--- src/verilog/spd_params.svh ---
`ifndef SPD_PARAMS_SVH
`define SPD_PARAMS_SVH
// Register indexes; byte address is four times the index
`define SPD_IDX_SLICER 10'h04c
`define SPD_IDX_MODE 10'h04d
`define SPD_IDX_LENA 10'h04e
`define SPD_IDX_LENB 10'h04f
`define SPD_IDX_GAP 10'h050
`define SPD_IDX_PTA0 10'h051
`define SPD_IDX_PTA1 10'h052
`define SPD_IDX_PTB0 10'h053
`define SPD_IDX_PTB1 10'h054
`define SPD_IDX_WINDOW 10'h05e
`define SPD_IDX_STATUS 10'h05f
// Reset values
`define SPD_RST_SLICER 8'h90
`define SPD_RST_MODE 8'h80
`define SPD_RST_LENA 5'h00
`define SPD_RST_LENB 5'h00
`define SPD_RST_GAP 8'h00
`define SPD_RST_PAT 16'h0000
`define SPD_RST_WINDOW 8'h28
// Slicer settings
`define SPD_SLC_CHIP_CV 8'h90
`define SPD_SLC_CHIP_LEN 8'h94
`define SPD_SLC_TRANSP 8'h95
`define SPD_SLC_BIT 8'h75
// Mode register fields
`define SPD_MODE_RESYNC 7
`define SPD_MODE_WCA_HI 6
`define SPD_MODE_WCA_LO 3
`define SPD_MODE_READJ 2
// Gap register fields
`define SPD_GAP_COARSE_HI 7
`define SPD_GAP_COARSE_LO 3
`define SPD_GAP_FINE_HI 2
// Lengths and timing
`define SPD_LEN_MAX 5'h10
`define SPD_SAMPLES_PER_HALF 3
`define SPD_CNT_MAX 8'hff
`endif

--- src/verilog/spd_pkg.sv ---
package spd_pkg;
  // Detection modes
  typedef enum logic [1:0] {
    SPD_DET_SEQ = 2'b00,
    SPD_DET_PAR = 2'b01,
    SPD_DET_GAP = 2'b10,
    SPD_DET_EXT = 2'b11
  } spd_det_e;
  // Hunt states, Gray along hunt, wait, gap, payload
  typedef enum logic [1:0] {
    SPD_HUNT = 2'b00,
    SPD_WAIT_B = 2'b01,
    SPD_GAP = 2'b11,
    SPD_PAYLOAD = 2'b10
  } spd_state_e;
  // Chip stream from the recovery loop
  typedef struct packed {
    logic sample;
    logic edge_seen;
    logic chip_valid;
    logic chip;
  } spd_cdr_s;
  // Control back to the recovery loop
  typedef struct packed {
    logic sync_loss;
    logic hold;
    logic resync;
    logic phase_readjust;
    logic code_polarity;
  } spd_loop_s;
  // Stream toward the framer
  typedef struct packed {
    logic start;
    logic first_bit_valid;
    logic first_bit;
    logic chip_valid;
    logic chip;
  } spd_framer_s;
  // Slicer mode decode
  typedef struct packed {
    logic chip_mode;
    logic bit_mode;
    logic eom_cv_tuned;
    logic eom_len_tuned;
    logic transparent;
  } spd_slicer_s;
endpackage

--- src/verilog/spd_start_detect.sv ---
// The implementer's own choice: the APB slave port.
`timescale 1ns/1ps
`include "spd_params.svh"
// Functional notes
// - Loss of sync when edgeless count exceeds window
// - 90h and 94h select chip modes
// - 95h transparent: chips to raw outputs
// - Gap resync bit only in mode 2
// - Resync off: gap from coarse and fine
// - Resync on: T/2 gap, then resync loop
// - Bits 6:3 wildcard four LSB chips of A
// - Readjust bit picks payload code phase handling
// - Mode 00: A then B, B conditional
// - Mode 01: A or B in parallel
// - Mode 10: A, gap, then B
// - Mode 11: A or B, first bit tells which
// - Pattern A length 1 to 16 chips
// - Coarse gap holds loop lock after A
// - Pattern B length 0 only in mode 00
module spd_start_detect (
  input wire logic REF_CLK,
  input wire logic RST,
  input wire logic PSEL,
  input wire logic PENABLE,
  input wire logic PWRITE,
  input wire logic [11:0] PADDR,
  input wire logic [31:0] PWDATA,
  output logic [31:0] PRDATA,
  output logic PREADY,
  output logic PSLVERR,
  input wire spd_pkg::spd_cdr_s CDR_IN,
  output spd_pkg::spd_loop_s LOOP_OUT,
  output spd_pkg::spd_framer_s FRAMER_OUT,
  output spd_pkg::spd_slicer_s SLICER_OUT,
  output logic RAW_CHIP_DATA_OUT,
  output logic RAW_CHIP_STROBE_OUT
);
  import spd_pkg::*;

  // Mask of the lowest len chips; out-of-range lengths match nothing
  function automatic logic [15:0] len_mask(input logic [4:0] len);
    logic [16:0] m;
    m = (17'h00001 << len) - 17'h00001;
    len_mask = (len > `SPD_LEN_MAX) ? 16'h0000 : m[15:0];
  endfunction

  // Software registers
  logic [7:0] slicer_mode_select;
  logic [7:0] start_pattern_detect_mode;
  logic [4:0] pattern_a_length;
  logic [4:0] pattern_b_length;
  logic [7:0] gap_reg;
  logic [15:0] pattern_a;
  logic [15:0] pattern_b;
  logic [7:0] edge_timeout_window;

  // Detection state
  spd_state_e state;
  spd_state_e next_state;
  logic [15:0] chips; // Newest chip in bit 0
  logic [4:0] fill; // Chips seen since hunt restart or B search start
  logic new_chip; // Chip strobe last cycle with no restart
  logic [7:0] edge_cnt; // Samples without edge
  logic [7:0] gap_cnt;
  logic matched_b;

  // APB decode
  wire [9:0] idx = PADDR[11:2];
  wire setup = PSEL && !PENABLE;
  wire wr_en = PSEL && PENABLE && PREADY && PWRITE;
  wire hit_slicer = idx == `SPD_IDX_SLICER;
  wire hit_mode = idx == `SPD_IDX_MODE;
  wire hit_lena = idx == `SPD_IDX_LENA;
  wire hit_lenb = idx == `SPD_IDX_LENB;
  wire hit_gap = idx == `SPD_IDX_GAP;
  wire hit_pta0 = idx == `SPD_IDX_PTA0;
  wire hit_pta1 = idx == `SPD_IDX_PTA1;
  wire hit_ptb0 = idx == `SPD_IDX_PTB0;
  wire hit_ptb1 = idx == `SPD_IDX_PTB1;
  wire hit_win = idx == `SPD_IDX_WINDOW;
  wire hit_stat = idx == `SPD_IDX_STATUS;
  wire mapped = hit_slicer | hit_mode | hit_lena | hit_lenb | hit_gap |
                hit_pta0 | hit_pta1 | hit_ptb0 | hit_ptb1 | hit_win |
                hit_stat;
  // Status: sync loss, state, which pattern matched
  wire [7:0] status = {4'h0, matched_b, state, LOOP_OUT.sync_loss};
  wire [7:0] rd_byte =
    hit_slicer ? slicer_mode_select :
    hit_mode ? start_pattern_detect_mode :
    hit_lena ? {3'h0, pattern_a_length} :
    hit_lenb ? {3'h0, pattern_b_length} :
    hit_gap ? gap_reg :
    hit_pta0 ? pattern_a[7:0] :
    hit_pta1 ? pattern_a[15:8] :
    hit_ptb0 ? pattern_b[7:0] :
    hit_ptb1 ? pattern_b[15:8] :
    hit_win ? edge_timeout_window :
    hit_stat ? status : 8'h00;

  // Field views
  wire gap_resync_enable = start_pattern_detect_mode[`SPD_MODE_RESYNC];
  wire [3:0] correlator_a_wildcards =
    start_pattern_detect_mode[`SPD_MODE_WCA_HI:`SPD_MODE_WCA_LO];
  wire payload_phase_readjust =
    start_pattern_detect_mode[`SPD_MODE_READJ];
  wire [1:0] pattern_detect_mode = start_pattern_detect_mode[1:0];
  wire [4:0] coarse_gap_time =
    gap_reg[`SPD_GAP_COARSE_HI:`SPD_GAP_COARSE_LO];
  wire [2:0] fine_gap_time = gap_reg[`SPD_GAP_FINE_HI:0];

  // Slicer decode
  wire slc_cv = slicer_mode_select == `SPD_SLC_CHIP_CV;
  wire slc_len = slicer_mode_select == `SPD_SLC_CHIP_LEN;
  wire slc_tr = slicer_mode_select == `SPD_SLC_TRANSP;
  wire slc_bit = slicer_mode_select == `SPD_SLC_BIT;

  // Correlators on the newest chips
  wire [15:0] mask_a = len_mask(pattern_a_length) &
                       ~{12'h000, correlator_a_wildcards};
  wire [15:0] mask_b = len_mask(pattern_b_length);
  wire a_ok = new_chip && pattern_a_length != 5'h00 &&
              fill >= pattern_a_length &&
              ((chips ^ pattern_a) & mask_a) == 16'h0000;
  // B length zero never matches, except it skips B in mode 00
  wire b_ok = new_chip && pattern_b_length != 5'h00 &&
              fill >= pattern_b_length &&
              ((chips ^ pattern_b) & mask_b) == 16'h0000;
  // Mode 00 uses B only for a full A and a nonzero B
  wire seq_b_used = pattern_a_length == `SPD_LEN_MAX &&
                    pattern_b_length != 5'h00;
  // Gap length in sixteenths
  wire [7:0] coarse_16 = {coarse_gap_time, 3'h0};
  wire [7:0] gap_len = gap_resync_enable ? coarse_16
                     : coarse_16 + {5'h00, fine_gap_time};
  wire gap_done = gap_cnt >= gap_len;
  wire loss_now = edge_cnt > edge_timeout_window;
  wire start_now = state != SPD_PAYLOAD && next_state == SPD_PAYLOAD;
  // History restarts on entering or leaving hunt, and while bypassed
  wire restart = slc_tr || ((state == SPD_HUNT) != (next_state == SPD_HUNT));
  wire b_side = (state == SPD_HUNT) ? (b_ok && !a_ok) : b_ok;

  // Next state of the hunt
  always_comb begin
    next_state = state;
    case (state)
      SPD_HUNT: begin
        if (slc_tr) begin
          next_state = SPD_HUNT; // Framer bypassed, no hunt
        end else if (pattern_detect_mode == SPD_DET_PAR ||
                     pattern_detect_mode == SPD_DET_EXT) begin
          if (a_ok || b_ok) begin
            next_state = SPD_PAYLOAD;
          end
        end else if (a_ok) begin
          if (pattern_detect_mode == SPD_DET_GAP) begin
            next_state = SPD_GAP;
          end else if (seq_b_used) begin
            next_state = SPD_WAIT_B;
          end else begin
            next_state = SPD_PAYLOAD;
          end
        end
      end
      SPD_WAIT_B: begin
        if (loss_now || slc_tr) begin
          next_state = SPD_HUNT;
        end else if (b_ok) begin
          next_state = SPD_PAYLOAD;
        end
      end
      SPD_GAP: begin
        if (gap_done) begin
          next_state = SPD_WAIT_B;
        end
      end
      SPD_PAYLOAD: begin
        // Payload ends on loss or transparent mode; the framer owns other ends
        if (loss_now || slc_tr) begin
          next_state = SPD_HUNT;
        end
      end
      default: begin
        next_state = SPD_HUNT;
      end
    endcase
  end

  // APB handshake: no wait state, data and error from flops
  always_ff @(posedge REF_CLK or posedge RST) begin
    if (RST) begin
      PREADY <= 1'b0;
      PSLVERR <= 1'b0;
      PRDATA <= 32'h00000000;
    end else begin
      PREADY <= setup;
      PSLVERR <= setup && !mapped;
      PRDATA <= (setup && !PWRITE) ? {24'h000000, rd_byte} : 32'h0;
    end
  end

  // Register writes, low byte only
  always_ff @(posedge REF_CLK or posedge RST) begin
    if (RST) begin
      slicer_mode_select <= `SPD_RST_SLICER;
      start_pattern_detect_mode <= `SPD_RST_MODE;
      pattern_a_length <= `SPD_RST_LENA;
      pattern_b_length <= `SPD_RST_LENB;
      gap_reg <= `SPD_RST_GAP;
      pattern_a <= `SPD_RST_PAT;
      pattern_b <= `SPD_RST_PAT;
      edge_timeout_window <= `SPD_RST_WINDOW;
    end else if (wr_en) begin
      if (hit_slicer) slicer_mode_select <= PWDATA[7:0];
      if (hit_mode) start_pattern_detect_mode <= PWDATA[7:0];
      if (hit_lena) pattern_a_length <= PWDATA[4:0];
      if (hit_lenb) pattern_b_length <= PWDATA[4:0];
      if (hit_gap) gap_reg <= PWDATA[7:0];
      if (hit_pta0) pattern_a[7:0] <= PWDATA[7:0];
      if (hit_pta1) pattern_a[15:8] <= PWDATA[7:0];
      if (hit_ptb0) pattern_b[7:0] <= PWDATA[7:0];
      if (hit_ptb1) pattern_b[15:8] <= PWDATA[7:0];
      if (hit_win) edge_timeout_window <= PWDATA[7:0];
    end
  end

  // Edgeless sample counter, saturating
  always_ff @(posedge REF_CLK or posedge RST) begin
    if (RST) begin
      edge_cnt <= 8'h00;
    end else if (CDR_IN.sample) begin
      if (CDR_IN.edge_seen || state == SPD_GAP) begin
        edge_cnt <= 8'h00; // Loop is held locked over the gap
      end else if (edge_cnt != `SPD_CNT_MAX) begin
        edge_cnt <= edge_cnt + 8'h01;
      end
    end
  end

  // Chip history; fill count cleared at each hunt or B search start
  always_ff @(posedge REF_CLK or posedge RST) begin
    if (RST) begin
      chips <= 16'h0000;
      fill <= 5'h00;
      new_chip <= 1'b0;
    end else begin
      new_chip <= CDR_IN.chip_valid && !restart;
      if (restart || next_state == SPD_WAIT_B && state != SPD_WAIT_B)
      begin
        fill <= 5'h00;
      end else if (CDR_IN.chip_valid) begin
        chips <= {chips[14:0], CDR_IN.chip};
        if (fill != `SPD_LEN_MAX) fill <= fill + 5'h01;
      end
    end
  end

  // State, gap timer and match memory
  always_ff @(posedge REF_CLK or posedge RST) begin
    if (RST) begin
      state <= SPD_HUNT;
      gap_cnt <= 8'h00;
      matched_b <= 1'b0;
    end else begin
      state <= next_state;
      if (state != SPD_GAP) begin
        gap_cnt <= 8'h00;
      end else if (CDR_IN.sample) begin
        gap_cnt <= gap_cnt + 8'h01;
      end
      if (start_now) matched_b <= b_side;
    end
  end

  // Loop control toward clock and data recovery
  always_ff @(posedge REF_CLK or posedge RST) begin
    if (RST) begin
      LOOP_OUT <= '0;
    end else begin
      LOOP_OUT.sync_loss <= loss_now;
      LOOP_OUT.hold <= next_state == SPD_GAP;
      // Resync flag counts only in gap mode, since only it has a gap
      LOOP_OUT.resync <= state == SPD_GAP && gap_done &&
                         gap_resync_enable;
      LOOP_OUT.phase_readjust <= payload_phase_readjust;
      if (start_now) begin
        LOOP_OUT.code_polarity <= chips[0];
      end
    end
  end

  // Framer stream and raw transparent outputs
  always_ff @(posedge REF_CLK or posedge RST) begin
    if (RST) begin
      FRAMER_OUT <= '0;
      SLICER_OUT <= '0;
      RAW_CHIP_DATA_OUT <= 1'b0;
      RAW_CHIP_STROBE_OUT <= 1'b0;
    end else begin
      FRAMER_OUT.start <= start_now;
      FRAMER_OUT.first_bit_valid <= start_now &&
        pattern_detect_mode == SPD_DET_EXT;
      FRAMER_OUT.first_bit <= b_side;
      FRAMER_OUT.chip_valid <= state == SPD_PAYLOAD &&
                               CDR_IN.chip_valid && !slc_tr;
      FRAMER_OUT.chip <= CDR_IN.chip;
      SLICER_OUT.chip_mode <= slc_cv | slc_len | slc_tr;
      SLICER_OUT.bit_mode <= slc_bit;
      SLICER_OUT.eom_cv_tuned <= slc_cv;
      SLICER_OUT.eom_len_tuned <= slc_len;
      SLICER_OUT.transparent <= slc_tr;
      RAW_CHIP_DATA_OUT <= slc_tr & CDR_IN.chip;
      RAW_CHIP_STROBE_OUT <= slc_tr & CDR_IN.chip_valid;
    end
  end
endmodule
--- config.mk ---
export PLATFORM = sky130hd
export DESIGN_NAME = spd_start_detect
export DESIGN_NICKNAME = d
export VERILOG_FILES = /design/src/verilog/spd_pkg.sv /design/src/verilog/spd_start_detect.sv
export VERILOG_INCLUDE_DIRS = /design/src /design/src/verilog
export SDC_FILE = /design/constraint.sdc
export NUM_CORES = 1
export LEC_CHECK = 0
export BUFFER_PORTS_ARGS = -buffer_cell sky130_fd_sc_hd__buf_2
export CAP_MARGIN = 40
export CELL_PAD_IN_SITES_DETAIL_PLACEMENT = 0
export CELL_PAD_IN_SITES_GLOBAL_PLACEMENT = 2
export CORE_MARGIN = 8
export CORE_UTILIZATION = 30
export DETAILED_ROUTE_END_ITERATION = 8
export GPL_TIMING_DRIVEN = 0
export PLACE_DENSITY = 0.63
export SYNTH_ARGS = -nofsm -noshare
export SYNTH_HDL_FRONTEND = slang
export SYNTH_SLANG_ARGS = --single-unit
--- constraint.sdc ---
create_clock -name REF_CLK -period 6.3 [get_ports REF_CLK]
set_input_delay 1.26 -clock REF_CLK [delete_from_list [all_inputs] [get_ports REF_CLK]]
set_output_delay 1.26 -clock REF_CLK [all_outputs]
set_load 0.005 [all_outputs]
# Word-level counts from Yosys, hierarchy flattened
# Index checks and enable logic that the tools add are counted.
totals:
  register_bits: 142
  in_bits: 53
  out_inout_bits: 51
classes:
  addsub: 6
  magnitude_cmp: 6
  eq_ne: 31
  shifts: 2
  n_mux: 34
  bitwise_logic: 21
  n_reduce_logical: 57
ops:
  columns: ["cell", "count"]
  rows:
  - ["$mux 8", 16]
  - ["$eq 10x7->1 const B", 11]
  - ["$and 16x16->16", 3]
  - ["$logic_not 16->1", 2]
  - ["$mux 16", 2]
  - ["$shl 1x5->16 const A", 2]
  - ["$sub 16x1->16 const B", 2]
  - ["$xor 16x16->16", 2]
  - ["$reduce_and 2->1", 13]
  - ["$eq 8x8->1 const B", 3]
  - ["$logic_and 1x1->1", 22]
  - ["$mux 2", 10]
  - ["$add 8x1->8 const B", 2]
  - ["$not 4->16", 1]
  - ["$mux 5", 3]
  - ["$eq 2x2->1 const B", 6]
  - ["$or 1x1->1", 12]
  - ["$ge 5x5->1", 2]
  - ["$gt 5x5->1 const B", 2]
  - ["$reduce_bool 5->1", 2]
  - ["$add 8x3->8", 1]
  - ["$eq 8x7->1 const B", 1]
  - ["$ge 8x8->1", 1]
  - ["$gt 8x8->1", 1]
  - ["17 further kinds", 35]

# Logic depth before layout (Yosys ltp)
depth:
  word_depth: 18
  ltp_mapped: 16
  ltp_nobuf: 13

# Worst setup path before layout
# OpenSTA, ideal clock, no wires.
synth_timing:
  kind: "register -> register"
  start: "reg pattern_b_length[4]"
  end: "reg chips[0]"
  setup_ns: 0.125
  arrival_ns: 3.683
  required_ns: 6.175
  path_slack_ns: 2.492
  stages_incl_launch_ff: 16
  path_buffers: 2
  path_cell_list: "dfrtp_1 > buf_6 > or4_4 > nor2_1 > inv_1 > ha_1 > and2_1 > o2111ai_1 > a21oi_1 > or4_1 > o31ai_2 > a311oi_1 > or2_1 > nand4b_4 > buf_6 > mux2_2"
synth_via:
  elab_chain_len: 17
  word_cells_on_any_way: 30
  cone_classes: "add/sub (1); order compare (2); eq/ne (2); shift (1); mux (10); bitwise (2); reduce/logical (12)"
synth_rtl:
  columns: ["item", "line_no", "source"]
  rows:
  - ["start, declared", "spd_start_detect.sv:51", "logic [4:0] pattern_b_length;"]
  - ["start signal, assigned", "spd_start_detect.sv:207", "pattern_b_length <= `SPD_RST_LENB;"]
  - ["start signal, assigned", "spd_start_detect.sv:216", "if (hit_lenb) pattern_b_length <= PWDATA[4:0];"]
  - ["$shl 1x5->16", "spd_start_detect.sv:43", "m = (17'h00001 << len) - 17'h00001;"]
  - ["$sub 16x1->16", "spd_start_detect.sv:43", null]
  - ["$mux 16", "spd_start_detect.sv:44", "len_mask = (len > `SPD_LEN_MAX) ? 16'h0000 : m[15:0];"]
  - ["$and 16x16->16", "spd_start_detect.sv:127", "((chips ^ pattern_b) & mask_b) == 16'h0000;"]
  - ["$logic_not 16->1", "spd_start_detect.sv:127", null]
  - ["$logic_and 1x1->1", "spd_start_detect.sv:126", "fill >= pattern_b_length &&"]
  - ["$logic_or 1x1->1", "spd_start_detect.sv:151", "if (a_ok || b_ok) begin"]
  - ["$mux 2", "spd_start_detect.sv:151", null]
  - ["$mux 2", "spd_start_detect.sv:149", "end else if (pattern_detect_mode == SPD_DET_PAR ||"]
  - ["$mux 2", "spd_start_detect.sv:147", "if (slc_tr) begin"]
  - ["$pmux 2 s4 (*)", "spd_start_detect.sv:145", "case (state)"]
  - ["$logic_not 2->1", "spd_start_detect.sv:139", "wire restart = slc_tr || ((state == SPD_HUNT) != (next_state == SPD_HUNT));"]
  - ["$ne 1x1->1", "spd_start_detect.sv:139", null]
  - ["$logic_or 1x1->1", "spd_start_detect.sv:139", null]
  - ["$logic_or 1x1->1 (*)", "spd_start_detect.sv:247", "if (restart || next_state == SPD_WAIT_B && state != SPD_WAIT_B)"]
  - ["$not 1->1 (no source line) (*)", null, null]
  - ["$reduce_and 2->1 (no source line) (*)", null, null]
  - ["end signal, assigned", "spd_start_detect.sv:251", "chips <= {chips[14:0], CDR_IN.chip};"]
  - ["end, declared", "spd_start_detect.sv:60", "logic [15:0] chips;"]
# Every way passes the cells marked *; elsewhere a longest branch is shown, timed or not.
# A chain may end at the register's enable or synchronous reset.

# Worst setup path after layout
layout_timing:
  start: "reg pattern_b_length[4]"
  end: "reg chips[4]"
# Same word-level chain as after synthesis.

==> metrics.txt <==
status complete, no violations; most common cell in the synthesized netlist dfrtp_1; die height 182 um; Worst-path clk slew around 70 ps; Routed wire per std cell 20.8 um; routed vias/inst 5.06; minimum clock period 4280 ps; non-filler instance count after layout between 1,000 and 1,500; Post-Route Skew 7.83 ps; crit path kind flop to flop; GRT Total Usage 0.165; Die Span X 182 um; maxcap violations 0; post-synth cell types 75; Crit path top cell by count buf_6; Syn. warnings 0; post-synthesis register bit count about 140; RSZ-0062 raised after global routing false; Synth area leaders dfrtp_1 41%, mux2_2 11%, ha_1 4.8%; io pins ~100; Synth async-reset ratio 1.00; Post-synth EDFFs 0; hold crit path type flop to flop; sequential share of the synthesized area 0.430; fin area between 0.009 and 0.01 mm^2; pin count of the biggest net entering global routing 75; LEAKAGE 4.45 nW; placed cell count approximately 1,200; Ant. Diodes 0; Clock Sink Count ~140; die area about 0.033 mm^2; Slew Viols, Final 0; Critical Path Sink Type flop; Post-DP Area roughly 0.0091 mm^2; Slew @ Worst Pin 757 ps; Worst path slowest cell or4_1; Initial DRC Count slightly below 400; Setup crit start kind flop; f_max 0.234 GHz; HPWL after DPL 20,100 um; vias in the first global route 6,608; Crit path largest cell delay ~570 ps; Avg Synthesized Cell Area ~10 um^2; CTS resizes 0; Clk Latency, worst-skew pair roughly 430 ps; cell chain of the critical path buf_6 -> or4_4 -> nor2_1 -> inv_1 -> ha_1 -> and2_1 -> o2111ai_1 -> a21oi_1 -> or4_1 -> o31ai_2 -> a311oi_1 -> or2_1 -> nand4b_4 -> buf_6 -> mux2_2; cell type with the largest total area after synthesis dfrtp_1; maximum fanout along the worst path 10; DRC viols 0; Slew HR 0.493; synthesized cell area a little over 0.008 mm^2; PwrDens approximately 260 mW/mm^2; global route overflow 0; Synth top cells by count 137 x dfrtp_1, 80 x mux2_2, 52 x o21ai_0, 46 x nor2_1, 40 x nand2_1; Routed WL about 26,000 um; root buffer cell clkbuf_16; CTS tree yes; Final period util 0.679; nets 998; antenna violations before repair 1; row count 61; share of layout cells above drive strength 1 0.230; Critical Path RT around 6600 ps; cts hold-fix bufs 0; H-tree depth 4; CP Data Arrival Time 4590 ps; Area Overhead vs Synth 16.7%; Vias around 6,400; Max VDD drop roughly 0.17 mV; final antenna-violating net count 0; Initial Util 0.302; port bufs 47; Cells after Synth 820; Setup violations, final 0; hold slack around 430 ps; biggest regs chips (16), pattern_a (16), pattern_b (16); Layout fillers ~2,900; Post-CTS Setup Repair Bufs 0; core area 0.0275 mm^2; global placer's final weighted congestion 0.813; Fin. Hold Viols 0; CTS max path bufs 2; Yosys top cell area share 0.414; first-pass GRT wire length between 40,000 and 50,000 um; Num CTS Buffers 17; 1st-pass router iterations 5; Main synth FF type dfrtp_1
[layer usage]
metal  global-route usage  wire (um)
met3               0.0270        817
met5                    0          0
met2                0.271      12700
met4               0.0426        446
met1                0.222      12500
[path summary, 6_finish.rpt]
check / from / to / slack [ps] / depth (start not counted)
worst min register to register: start_pattern_detect_mode[2]$_DFFE_PP0P_ / LOOP_OUT[1]$_DFF_PP0_ / 430 / 0
min in group asynchronous: RST / gap_cnt[5]$_DFFE_PP0P_ / 920 / 2
worst min-delay path: start_pattern_detect_mode[2]$_DFFE_PP0P_ / LOOP_OUT[1]$_DFF_PP0_ / 430 / 0
max in group asynchronous: RST / edge_timeout_window[3]$_DFFE_PP1P_ / 4540 / 3
worst max-delay path: pattern_b_length[4]$_DFFE_PP0P_ / chips[4]$_DFFE_PP0P_ / 2020 / 15
worst max register to register: pattern_b_length[4]$_DFFE_PP0P_ / chips[4]$_DFFE_PP0P_ / 2020 / 15
[stage by stage]
step / power, mW / util / setup TNS, ps / worst slack (ps)
6_report: 2.50 / 0.352 / 0 / 2020
5_1_grt: 2.62 / 0.352 / 0 / 1730
4_1_cts: 2.53 / 0.352 / 0 / 2000
3_5_place_dp: 1.53 / 0.331 / 0 / 2050
3_3_place_gp: 1.53 / 0.329 / -110910 / -823
2_1_floorplan: 1.37 / - / 0 / 1240
[final cells by class]
class | instances | area [um^2] | share of cell area
Tap cell | 346 | 433 | 0.0448
Inverter | 37 | 144 | 0.0149
Buffer | 70 | 375 | 0.0388
Clock inverter | 14 | 136 | 0.0141
Sequential cell | 142 | 3560 | 0.368
Multi-Input combinational cell | 594 | 4300 | 0.445
Timing Repair Buffer | 51 | 284 | 0.0294
Clock buffer | 18 | 439 | 0.0454
[worst max-delay path, delay by kind of cell (launching register included)]
family          cells  cell delay, ps
compound gates      4             750
mux                 1             360
fa+ha+maj           1             260
flops               1             380
buf+inv             3             420
simple gates        6            1980
[cells in the final DEF (no fill, tap or decap), drive strengths merged, types with 5 or more instances in the layout]
cell    Yosys  layout
a211oi      5       5
a21o       10      10
a21oi      39      39
a221oi      8       8
a222oi      7       7
a22oi       7       7
a31oi       5       5
and2       12      12
and3        7       7
buf        30      81
clkbuf     40      58
clkinv      0       7
conb        1      24
dfrtp     137     137
dfstp       5       5
ha         32      32
inv        37      40
mux2       82      82
mux2i      14      14
nand2      41      41
nand2b     16      16
nand3      20      20
nand4      11      11
nor2       46      46
nor2b       6       6
nor3       26      26
nor4        5       5
o211ai      5       5
o21ai      53      53
o22ai      10      10
o31ai       9       9
xnor2      24      24
xor2       18      18
[kinds of logic (layout without fill, tap and decap cells)]
group | Yosys count | in the layout | share of synthesized area
AO/OA/AOI/OAI | 181 | 181 | 0.145
XOR/XNOR | 42 | 42 | 0.0444
adder cells (fa/ha/maj) | 34 | 34 | 0.0507
buffers and inverters | 107 | 190 | 0.0621
flip-flops | 142 | 142 | 0.430
multiplexers | 96 | 96 | 0.128
other | 1 | 24 | 0.000453
AND/OR/NAND/NOR | 217 | 217 | 0.139
[where the power goes]
group | internal, mW | switching, mW | total, mW
logic | 0.197 | 0.220 | 0.416
clock network | 0.560 | 0.430 | 0.989
registers | 0.985 | 0.107 | 1.09
total | 1.74 | 0.756 | 2.50
Note: power is estimated with default switching activity, not from simulation.
